===== config.mk =====
export PLATFORM = sky130hd
export DESIGN_NAME = cws_ctrl
export DESIGN_NICKNAME = d
export VERILOG_FILES = /design/src/hw/cws_pkg.sv /design/src/hw/cws_ctrl.sv /design/src/hw/cws_dead_band.sv
export VERILOG_INCLUDE_DIRS = /design/src /design/src/hw
export SDC_FILE = /design/constraint.sdc
export NUM_CORES = 1
export LEC_CHECK = 0
export BUFFER_PORTS_ARGS = -buffer_cell sky130_fd_sc_hd__buf_2
export CAP_MARGIN = 20
export CORE_MARGIN = 2
export CORE_UTILIZATION = 46
export CTS_BUF_LIST = sky130_fd_sc_hd__clkbuf_16
export CTS_CLUSTER_SIZE = 40
export DETAILED_ROUTE_END_ITERATION = 8
export PLACE_DENSITY_LB_ADDON = 0.1
export SLEW_MARGIN = 20
export SYNTH_ARGS = -nofsm -noshare
export SYNTH_HDL_FRONTEND = slang
export SYNTH_SLANG_ARGS = --single-unit

===== constraint.sdc =====
create_clock -name clk_sys -period 2.3 [get_ports clk_sys]
set_clock_uncertainty 0.2 [all_clocks]
set_input_delay 0.345 -clock clk_sys [delete_from_list [all_inputs] [get_ports clk_sys]]
set_output_delay 0.345 -clock clk_sys [all_outputs]
set_load 0.03 [all_outputs]

===== src/hw/cws_map.svh =====
`ifndef CWS_MAP_SVH
`define CWS_MAP_SVH

// ****************************************
// Register byte offsets
// ****************************************
`define CWS_OFS_OUT_CTRL 8'h00
`define CWS_OFS_OVR_SRC 8'h04
`define CWS_OFS_SHDN_CTRL 8'h08
`define CWS_OFS_RISE_GAP 8'h0C
`define CWS_OFS_FALL_GAP 8'h10

// ****************************************
// Field positions
// ****************************************
`define CWS_OC_GEN_ON 7
`define CWS_OC_DRV_B 6
`define CWS_OC_DRV_A 5
`define CWS_OC_INV_B 4
`define CWS_OC_INV_A 3
`define CWS_OC_CLK_SEL 0
`define CWS_OS_LVL_B_HI 7
`define CWS_OS_LVL_B_LO 6
`define CWS_OS_LVL_A_HI 5
`define CWS_OS_LVL_A_LO 4
`define CWS_OS_SRC_HI 1
`define CWS_OS_SRC_LO 0
`define CWS_SC_ACTIVE 7
`define CWS_SC_AUTO 6
`define CWS_SC_LC_TRIP 1
`define CWS_SC_FLT_TRIP 0

// ****************************************
// Writable masks, reset values and widths
// ****************************************
`define CWS_OC_MASK 8'hF9
`define CWS_SC_CFG_MASK 8'h43
`define CWS_OC_RESET 8'h00
`define CWS_SC_RESET 8'h00
`define CWS_SRC_RESET 2'b00
`define CWS_GAP_W 6
`define CWS_SYNC_N 6

`endif


===== src/hw/cws_pkg.sv =====
package cws_pkg;

    // Override level codes of each output during shutdown
    typedef enum logic [1:0] {
        CWS_OVR_INACTIVE = 2'b00,
        CWS_OVR_TRI = 2'b01,
        CWS_OVR_LOW = 2'b10,
        CWS_OVR_HIGH = 2'b11
    } cws_ovr_type;

    // Waveform source codes
    typedef enum logic [1:0] {
        CWS_SRC_PWM_CHAN1 = 2'b00,
        CWS_SRC_PWM_CHAN2 = 2'b01,
        CWS_SRC_NCO = 2'b10,
        CWS_SRC_LOGIC_CELL = 2'b11
    } cws_src_type;

    // Dead-band sequencer states, one-hot
    typedef enum logic [4:0] {
        CWS_DB_IDLE = 5'b00001,
        CWS_DB_RISE = 5'b00010,
        CWS_DB_A_ON = 5'b00100,
        CWS_DB_FALL = 5'b01000,
        CWS_DB_B_ON = 5'b10000
    } cws_db_state_type;

endpackage : cws_pkg


===== src/hw/cws_ctrl.sv =====
// Local design decisions: the placing of the registers and the AHB-Lite register port.
`timescale 1ns/1ps
`include "cws_map.svh"

// ****************************************
// Complementary waveform generator control
// ****************************************
// Overview of operation
// Software sets pins input, loads gaps, trips, levels, forced shutdown first.
// Software enables, sets pins output, then restarts by auto or clearing.
// In shutdown each pin takes its override level; only the inactive code inverts.
// auto_restart_on picks software or automatic restart.
// Manual mode: stay shut until software clears, resume on rising edge.
// Software clear only works while no enabled trip is active.
// Auto mode: trips gone clears shutdown_active, resume on rising edge.
// Output control bit 7 turns the generator on or off.
// Drive enables bits 6 and 5 route each waveform to its pin.
// Invert bits 4 and 3 flip each output when set.
// Output control bit 0 selects oscillator or system clock.
// out_b override bits 7-6: high, low, float, inactive with polarity.
// out_a override bits 5-4 use the same encoding.
// Bits 1-0 select pwm chan1, chan2, nco or logic cell.
// Shutdown control bit 7 reads one while shutdown is in effect.
// Shutdown control bit 6 enables automatic restart.
// Bit 1 set lets a high logic cell output trip.
// Bit 0 set lets a low fault input trip.
// Unimplemented bits read zero and ignore writes.
// Control clears on reset; override levels keep their value.
// Rising edge: b off now, gap, then a on; zero skips.
// Falling edge: a off now, gap, then b on; short pulse drops.
// Gaps count generator clocks from zero to the six-bit value.
// Software set forces shutdown; enabled trip levels hold it.
// Sources and trips are synchronised before edge detection.
module cws_ctrl
    import cws_pkg::*;
(
    input wire logic clk_sys,
    input wire logic rst_n,
    input wire logic hsel,
    input wire logic [31:0] haddr,
    input wire logic [1:0] htrans,
    input wire logic hwrite,
    input wire logic [2:0] hsize,
    input wire logic [31:0] hwdata,
    input wire logic hready,
    output logic hreadyout,
    output logic hresp,
    output logic [31:0] hrdata,
    input wire logic pwm_chan1_out,
    input wire logic pwm_chan2_out,
    input wire logic nco_out,
    input wire logic logic_cell_out,
    input wire logic fault_in,
    input wire logic internal_hf_osc,
    output logic out_a,
    output logic out_a_oe_n,
    output logic out_b,
    output logic out_b_oe_n
);

    logic acc;
    logic wr_pend_q;
    logic rd_pend_q;
    logic [7:0] addr_q;
    logic [7:0] rd_mux;
    logic wr_oc;
    logic wr_os;
    logic wr_sc;
    logic [7:0] oc_q;
    logic [7:0] sc_cfg_q;
    cws_ovr_type lvl_a_q;
    cws_ovr_type lvl_b_q;
    cws_src_type src_q;
    logic [`CWS_GAP_W-1:0] rise_q;
    logic [`CWS_GAP_W-1:0] fall_q;
    logic active_q;
    logic run_q;
    logic wave;
    logic wave_prev_q;
    logic osc_prev_q;
    logic tick;
    logic trip;
    logic shut;
    logic db_a;
    logic db_b;
    logic [`CWS_SYNC_N-1:0] sync_raw;
    logic [`CWS_SYNC_N-1:0] sync_meta_q;
    logic [`CWS_SYNC_N-1:0] sync_q;
    logic [1:0] pin_q;
    logic [1:0] oe_n_q;
    logic [1:0] drv;
    logic [1:0] inv;
    logic [1:0] dbw;
    cws_ovr_type lvl [2];

    // ****************************************
    // AHB-Lite slave
    // ****************************************
    assign acc = hsel & htrans[1] & hready;
    assign wr_oc = wr_pend_q & (addr_q == `CWS_OFS_OUT_CTRL);
    assign wr_os = wr_pend_q & (addr_q == `CWS_OFS_OVR_SRC);
    assign wr_sc = wr_pend_q & (addr_q == `CWS_OFS_SHDN_CTRL);

    // Address phase capture
    always_ff @(posedge clk_sys or negedge rst_n) begin
        if (!rst_n) begin
            addr_q <= 8'h00;
            wr_pend_q <= 1'b0;
            rd_pend_q <= 1'b0;
        end else begin
            wr_pend_q <= acc & hwrite;
            rd_pend_q <= acc & ~hwrite;
            if (acc) begin
                addr_q <= haddr[7:0];
            end
        end
    end

    // Reads take one wait state so a write just before is seen
    always_ff @(posedge clk_sys or negedge rst_n) begin
        if (!rst_n) begin
            hreadyout <= 1'b1;
            hresp <= 1'b0;
            hrdata <= 32'h0000_0000;
        end else begin
            hreadyout <= ~(acc & ~hwrite);
            hresp <= 1'b0;
            if (rd_pend_q) begin
                hrdata <= {24'h00_0000, rd_mux};
            end
        end
    end

    // rebuilt read value
    always_comb begin
        case (addr_q)
            `CWS_OFS_OUT_CTRL: rd_mux = oc_q;
            `CWS_OFS_OVR_SRC: rd_mux = {lvl_b_q, lvl_a_q, 2'b00, src_q};
            `CWS_OFS_SHDN_CTRL: rd_mux = {active_q, sc_cfg_q[6:0]};
            `CWS_OFS_RISE_GAP: rd_mux = 8'(rise_q);
            `CWS_OFS_FALL_GAP: rd_mux = 8'(fall_q);
            default: rd_mux = 8'h00;
        endcase
    end

    // ****************************************
    // Register file
    // ****************************************
    // control clears on reset
    always_ff @(posedge clk_sys or negedge rst_n) begin
        if (!rst_n) begin
            oc_q <= `CWS_OC_RESET;
            sc_cfg_q <= `CWS_SC_RESET;
            src_q <= CWS_SRC_PWM_CHAN1;
        end else begin
            if (wr_oc) begin
                oc_q <= hwdata[7:0] & `CWS_OC_MASK;
            end
            if (wr_sc) begin
                sc_cfg_q <= hwdata[7:0] & `CWS_SC_CFG_MASK;
            end
            if (wr_os) begin
                src_q <= cws_src_type'(hwdata[`CWS_OS_SRC_HI:`CWS_OS_SRC_LO]);
            end
        end
    end

    // override kept over reset
    always_ff @(posedge clk_sys) begin
        if (wr_os) begin
            lvl_b_q <= cws_ovr_type'(hwdata[`CWS_OS_LVL_B_HI:`CWS_OS_LVL_B_LO]);
            lvl_a_q <= cws_ovr_type'(hwdata[`CWS_OS_LVL_A_HI:`CWS_OS_LVL_A_LO]);
        end
    end

    // Gap counts, not cleared by reset
    always_ff @(posedge clk_sys) begin
        if (wr_pend_q && addr_q == `CWS_OFS_RISE_GAP) begin
            rise_q <= hwdata[`CWS_GAP_W-1:0];
        end
        if (wr_pend_q && addr_q == `CWS_OFS_FALL_GAP) begin
            fall_q <= hwdata[`CWS_GAP_W-1:0];
        end
    end

    // ****************************************
    // Input synchronisers and source select
    // ****************************************
    assign sync_raw = {internal_hf_osc, fault_in, logic_cell_out,
                       nco_out, pwm_chan2_out, pwm_chan1_out};

    // two-stage sync per input
    for (genvar g = 0; g < `CWS_SYNC_N; g++) begin : g_sync
        always_ff @(posedge clk_sys or negedge rst_n) begin
            if (!rst_n) begin
                sync_meta_q[g] <= 1'b0;
                sync_q[g] <= 1'b0;
            end else begin
                sync_meta_q[g] <= sync_raw[g];
                sync_q[g] <= sync_meta_q[g];
            end
        end
    end

    // Oscillator must run below half of clk_sys to be counted
    always_ff @(posedge clk_sys or negedge rst_n) begin
        if (!rst_n) begin
            osc_prev_q <= 1'b0;
        end else begin
            osc_prev_q <= sync_q[5];
        end
    end

    // generator clock select
    assign tick = oc_q[`CWS_OC_CLK_SEL] ? (sync_q[5] & ~osc_prev_q) : 1'b1;

    // waveform source mux
    always_comb begin
        case (src_q)
            CWS_SRC_PWM_CHAN1: wave = sync_q[0];
            CWS_SRC_PWM_CHAN2: wave = sync_q[1];
            CWS_SRC_NCO: wave = sync_q[2];
            CWS_SRC_LOGIC_CELL: wave = sync_q[3];
            default: wave = 1'b0;
        endcase
    end

    // level trips
    assign trip = (sc_cfg_q[`CWS_SC_LC_TRIP] & sync_q[3])
                | (sc_cfg_q[`CWS_SC_FLT_TRIP] & ~sync_q[4]);

    // ****************************************
    // Shutdown and restart
    // ****************************************
    // trip set beats any clear
    // status bit
    always_ff @(posedge clk_sys or negedge rst_n) begin
        if (!rst_n) begin
            active_q <= 1'b0;
        end else if (trip) begin
            active_q <= 1'b1;
        end else if (wr_sc) begin
            active_q <= hwdata[`CWS_SC_ACTIVE];
        end else if (sc_cfg_q[`CWS_SC_AUTO]) begin
            active_q <= 1'b0;
        end
    end

    // resume on first rising edge
    // restart gated by status
    always_ff @(posedge clk_sys or negedge rst_n) begin
        if (!rst_n) begin
            run_q <= 1'b0;
            wave_prev_q <= 1'b0;
        end else begin
            wave_prev_q <= wave;
            if (!oc_q[`CWS_OC_GEN_ON] || active_q || trip) begin
                run_q <= 1'b0;
            end else if (wave && !wave_prev_q) begin
                run_q <= 1'b1;
            end
        end
    end

    // Trip acts at once, not after the status flop
    assign shut = ~run_q | trip;

    // ****************************************
    // Dead band and pin drive
    // ****************************************
    cws_dead_band #(
        .GAP_W(`CWS_GAP_W)
    ) u_gap (
        .clk_sys(clk_sys),
        .rst_n(rst_n),
        .run(run_q),
        .level(wave),
        .tick(tick),
        .rise_gap(rise_q),
        .fall_gap(fall_q),
        .wave_a(db_a),
        .wave_b(db_b)
    );

    assign drv = {oc_q[`CWS_OC_DRV_B], oc_q[`CWS_OC_DRV_A]};
    assign inv = {oc_q[`CWS_OC_INV_B], oc_q[`CWS_OC_INV_A]};
    assign dbw = {db_b, db_a};
    assign lvl[0] = lvl_a_q;
    assign lvl[1] = lvl_b_q;

    // Channel 0 is out_a, channel 1 is out_b
    for (genvar c = 0; c < 2; c++) begin : g_pin
        always_ff @(posedge clk_sys or negedge rst_n) begin
            if (!rst_n) begin
                pin_q[c] <= 1'b0;
                oe_n_q[c] <= 1'b1;
            end else if (!(oc_q[`CWS_OC_GEN_ON] && drv[c])) begin
                // pin released
                pin_q[c] <= 1'b0;
                oe_n_q[c] <= 1'b1;
            end else if (shut) begin
                // override level
                case (lvl[c])
                    CWS_OVR_HIGH: begin
                        pin_q[c] <= 1'b1;
                        oe_n_q[c] <= 1'b0;
                    end
                    CWS_OVR_LOW: begin
                        pin_q[c] <= 1'b0;
                        oe_n_q[c] <= 1'b0;
                    end
                    CWS_OVR_TRI: begin
                        pin_q[c] <= 1'b0;
                        oe_n_q[c] <= 1'b1;
                    end
                    default: begin
                        pin_q[c] <= inv[c];
                        oe_n_q[c] <= 1'b0;
                    end
                endcase
            end else begin
                // polarity on live waveform
                pin_q[c] <= dbw[c] ^ inv[c];
                oe_n_q[c] <= 1'b0;
            end
        end
    end

    assign out_a = pin_q[0];
    assign out_a_oe_n = oe_n_q[0];
    assign out_b = pin_q[1];
    assign out_b_oe_n = oe_n_q[1];
endmodule : cws_ctrl


===== src/hw/cws_dead_band.sv =====
`timescale 1ns/1ps

module cws_dead_band
    import cws_pkg::*;
#(
    parameter int GAP_W = 6
) (
    input wire logic clk_sys,
    input wire logic rst_n,
    input wire logic run,
    input wire logic level,
    input wire logic tick,
    input wire logic [GAP_W-1:0] rise_gap,
    input wire logic [GAP_W-1:0] fall_gap,
    output logic wave_a,
    output logic wave_b
);

    cws_db_state_type state_q, state_d;
    logic [GAP_W-1:0] cnt_q, cnt_d;
    logic lvl_q;
    logic rise;
    logic fall;

    // Previous level; forced low while idle so a restart sees an edge
    always_ff @(posedge clk_sys or negedge rst_n) begin
        if (!rst_n) begin
            lvl_q <= 1'b0;
        end else begin
            lvl_q <= run & level;
        end
    end

    assign rise = run & level & ~lvl_q;
    assign fall = run & ~level & lvl_q;

    // Sequencer: an edge restarts its matching gap, or skips it when that gap is zero
    always_comb begin
        state_d = state_q;
        cnt_d = cnt_q;
        if (!run) begin
            state_d = CWS_DB_IDLE;
            cnt_d = '0;
        end else if (rise) begin
            // rise kills b
            cnt_d = '0;
            state_d = (rise_gap == '0) ? CWS_DB_A_ON : CWS_DB_RISE;
        end else if (fall) begin
            // fall kills a
            cnt_d = '0;
            state_d = (fall_gap == '0) ? CWS_DB_B_ON : CWS_DB_FALL;
        end else begin
            case (state_q)
                CWS_DB_IDLE, CWS_DB_A_ON, CWS_DB_B_ON: begin
                    state_d = state_q;
                end
                CWS_DB_RISE: begin
                    // count rise gap
                    if (tick) begin
                        if (cnt_q == rise_gap - GAP_W'(1)) begin
                            state_d = CWS_DB_A_ON;
                        end else begin
                            cnt_d = cnt_q + GAP_W'(1);
                        end
                    end
                end
                CWS_DB_FALL: begin
                    // count fall gap
                    if (tick) begin
                        if (cnt_q == fall_gap - GAP_W'(1)) begin
                            state_d = CWS_DB_B_ON;
                        end else begin
                            cnt_d = cnt_q + GAP_W'(1);
                        end
                    end
                end
                default: begin
                    state_d = CWS_DB_IDLE;
                end
            endcase
        end
    end

    // State and counter
    always_ff @(posedge clk_sys or negedge rst_n) begin
        if (!rst_n) begin
            state_q <= CWS_DB_IDLE;
            cnt_q <= '0;
        end else begin
            state_q <= state_d;
            cnt_q <= cnt_d;
        end
    end

    assign wave_a = (state_q == CWS_DB_A_ON);
    assign wave_b = (state_q == CWS_DB_B_ON);

endmodule : cws_dead_band


==> summary.log <==
INFO  power_and_ir_drop power_frac_seq=45.7%
INFO  floorplanning  core_area=8130um^2
INFO  finish         drive_above_1_share=36.1%
INFO  timing         tightest_slew=0.563ns
INFO  drt            dr.pass1.iters=4
INFO  floorplanning  io_pins=118
INFO  timing         finalHoldViolCount=0
INFO  critical_path  rrSetupSlack=-0.27ns
INFO  synth          synth.top_cells.by_area=dfrtp_1, edfxtp_1, mux2_2, buf_4, dfstp_2
INFO  synth          synth_top_area_cell=dfrtp_1
INFO  power_and_ir_drop comb_power_share=9.3%
INFO  drt            via_per_inst=5.27
INFO  global_routing global_route_wire_length_before_repair=13,800um
INFO  clocking       cts_buffers=9
INFO  status         violations=setup timing
INFO  drt            antenna_left=0
INFO  global_routing grt_start_max_net_pins=40
INFO  critical_path  category_of_the_worst_setup_path_capture_point=register
INFO  drt            postRouteWirelength=8580um
INFO  power_and_ir_drop power_report.internal_total=2570uW
INFO  worst_hold_path min_delay_path_depth=1
INFO  power_and_ir_drop switching_power=837uW
INFO  placement      total_of_buffers_placed_on_input_and_output_ports=40
INFO  global_routing number_of_antenna_violations_at_the_first_check_in_global_routing=0
INFO  timing         post-route-worst-setup-slack=-0.265ns
INFO  critical_path  critical_path.reg2reg.startpoint=fall_q[4]
INFO  global_routing grt_pass1_vias=2,744
INFO  worst_hold_path holdCritPathClass=input port to register
INFO  floorplanning  dieArea=9090um^2
INFO  floorplanning  fp-row-count=33
INFO  critical_path  timing.critical_path.required=2.31ns
INFO  synth          synth.top_cells.by_count=dfrtp_1, buf_4, inv_1, mux2_2
INFO  synth          syn-instance-count=342
INFO  power_and_ir_drop clockPowerShare=45.0%
INFO  power_and_ir_drop power_leakage=0.00216uW
INFO  clocking       tritoncts=done
INFO  placement      dpl.hpwl=6240um
INFO  timing         unrepaired_setup_endpoints_after_global_routing=true
INFO  critical_path  setup.worst_path.start_class=register
INFO  critical_path  reg2reg_depth=6
INFO  synth          fraction_of_the_yosys_area_taken_by_sequential_cells=53.1%
INFO  global_routing grt_remaining_overflow=0
INFO  synth          synth.distinct_cells=57
INFO  drt            drt-initial-drc-count=183
INFO  clocking       ctsHtreeMaxLevel=3
INFO  clocking       worstSkewPairLatency=0.33ns
INFO  timing         final.min_clock_period=2.57ns
INFO  clocking       cts_sinks=78
INFO  synth          ys_dominant_reg_cell=dfrtp_1
INFO  critical_path  path_max_fanout=3
INFO  run            maxCapViolCount=0
INFO  timing         setup_tns=-1.83ns
INFO  placement      pre_cts_ws=-0.304ns
INFO  synth          yosysMostFrequentCell=dfrtp_1
INFO  synth          synth_async_sr_flop_share=79.5%
INFO  placement      routabilityCongestion=0.816
INFO  drt            detail_route.drc_violations=0
INFO  synth          synth-warning-count=0
INFO  timing         fin_crit_sh=112%
INFO  timing         finalMaxSlewViolations=0
INFO  synth          syn_avg_cell_area=11.2um^2
INFO  power_and_ir_drop peakVddDrop=477uV
INFO  synth          synthDominantCellAreaShare=37.8%
INFO  drt            routed_wire_length_per_instance=15.7um
INFO  synth          edff_count_synth=16
INFO  power_and_ir_drop switching_share=24.5%
INFO  synth          synth.ff_latch_count=78
INFO  finish         areaGrowthSynthToFinish=29.6%
INFO  worst_hold_path holdPathEnd=lvl_b_q[0]
INFO  floorplanning  initial_utilization=47.2%
INFO  clocking       cts.clk_slew.worst_paths=0.06ns
INFO  critical_path  path_class=register to register
INFO  global_routing grt_util_all_layers=20.4%
INFO  worst_hold_path hold_startpoint=hwdata[6]
INFO  drt            total_number_of_vias=2,876
INFO  timing         timing.slew.headroom=62.5%
INFO  finish         insertedDiodeCount=0
INFO  critical_path  critPathArrivalTime=2.58ns
INFO  clocking       cts.path.max_buffers=2
INFO  synth          post_synth_instance_area=3840um^2
INFO  floorplanning  die_height=95.3um
INFO  power_and_ir_drop pwr_density_cell=686nW/um^2
INFO  finish         nets=520
INFO  timing         count_of_final_setup_violators=9
INFO  status         run_status=complete, but fails checks
INFO  timing         max_clock_freq=390MHz
INFO  floorplanning  die_width=95.3um
INFO  clocking       root_cell_of_the_clock_tree=clkbuf_16
INFO  critical_path  timing.rr.end=u_gap.state_q[4]
[layout by cell type, fill, tap and decap left out, drive strengths merged, types with 4 or more instances in the layout]
master	n
clkbuf	9
nor3	8
xor2	7
o21ai	12
mux2	20
or4	5
ha	4
nand2	16
buf	87
o31ai	7
a21boi	4
mux2i	5
xnor2	9
dfstp	4
and3	5
a222oi	4
a21oi	12
dfrtp	58
inv	23
edfxtp	16
conb	25
nand3	14
o22ai	5
nor2	16
dlygate4sd3	8
nand3b	6
and2	6
[timing repair]
item                                    CTS  global route
hold buffers                              7             1
pin swaps                                 7             7
endpoints found under the setup margin   11            44
cloned                                    0             0
hold endpoints to repair                 27             1
gates resized for setup                  14            21
buffers inserted                          0             5
[routing by layer]
metal	part of all wire, %	global-route usage [%]	vias to the layer above
li1	-	-	1370
met1	44	26.7	1410
met2	50	33.8	80
met3	4.0	4.51	16
met4	1.9	6.28	0
met5	0	0	-
[registers in the layout, indices dropped and copies added, names as in the netlist, 2 cells and up]
name	count
addr_q	8
u_gap.cnt_q	6
u_gap.state_q	5
fall_q	6
lvl_b_q	2
hrdata	8
oc_q	6
sc_cfg_q	3
lvl_a_q	2
rise_q	6
sync_q	6
sync_meta_q	6
src_q	2
[power by group through the flow]
stage / clock network (uW) / logic (uW) / registers [uW]
6_report: 1540 / 317 / 1560
5_1_grt: 1630 / 349 / 1570
4_1_cts: 1560 / 311 / 1550
3_5_place_dp: 0 / 299 / 1580
3_3_place_gp: 0 / 294 / 1580
2_1_floorplan: 0 / 220 / 1570
[worst max-delay path by stage]
stage / startpoint / end / slack, ns / depth (start not counted)
after global routing: fall_q[4] / u_gap.state_q[4] / -0.35 / 6
after detailed placement: fall_q[4] / u_gap.cnt_q[5] / -0.30 / 6
after floorplan: fall_q[3] / u_gap.state_q[4] / -0.13 / 6
after global placement: fall_q[4] / u_gap.cnt_q[5] / -0.30 / 6
final: fall_q[4] / u_gap.state_q[4] / -0.27 / 6
after CTS: fall_q[4] / u_gap.state_q[4] / -0.28 / 6
[per-stage QoR]
| stage | util (%) | hold slack, ns | instance area (um^2) | cells | power, uW |
|---|---|---|---|---|---|
| 2_1_floorplan | - | -0.151 | 3960 | 366 | 1790 |
| 3_3_place_gp | 53.8 | 0.131 | 4380 | 517 | 1870 |
| 3_5_place_dp | 53.8 | 0.136 | 4380 | 517 | 1880 |
| 4_1_cts | 59.3 | 0.00574 | 4830 | 540 | 3430 |
| 5_1_grt | 61.1 | 0.00858 | 4970 | 546 | 3550 |
| 6_report | 61.1 | 0.0219 | 4970 | 546 | 3410 |
[final cells by class]
type	instances	area, um^2
clock buffer	9	225
clock inverter	7	97.6
fill	678	3160
inverter	22	82.6
multi-input combinational	230	1740
sequential	78	2040
tap	105	131
timing repair buffer	95	657
[critical path, cell delays in order, from the launching register on]
cell and delay, ns:
edfxtp_1 0.39, or3_4 0.41, or4_4 0.44, a2111oi_4 0.37
nor2_1 0.12, o21ai_2 0.18, mux2_1 0.34
[cell families (layout without fill, tap and decap cells)]
kind of cell | Yosys count | in the layout | share of synthesized area (%)
compound gates | 68 | 68 | 12.6
xor+xnor | 16 | 16 | 3.65
fa+ha+maj | 4 | 4 | 1.30
buf+inv | 58 | 133 | 8.32
flops | 78 | 78 | 53.1
mux | 26 | 26 | 7.76
other cells | 1 | 25 | 0.0978
simple gates | 91 | 91 | 13.2
(Power assumes the default switching activity.)
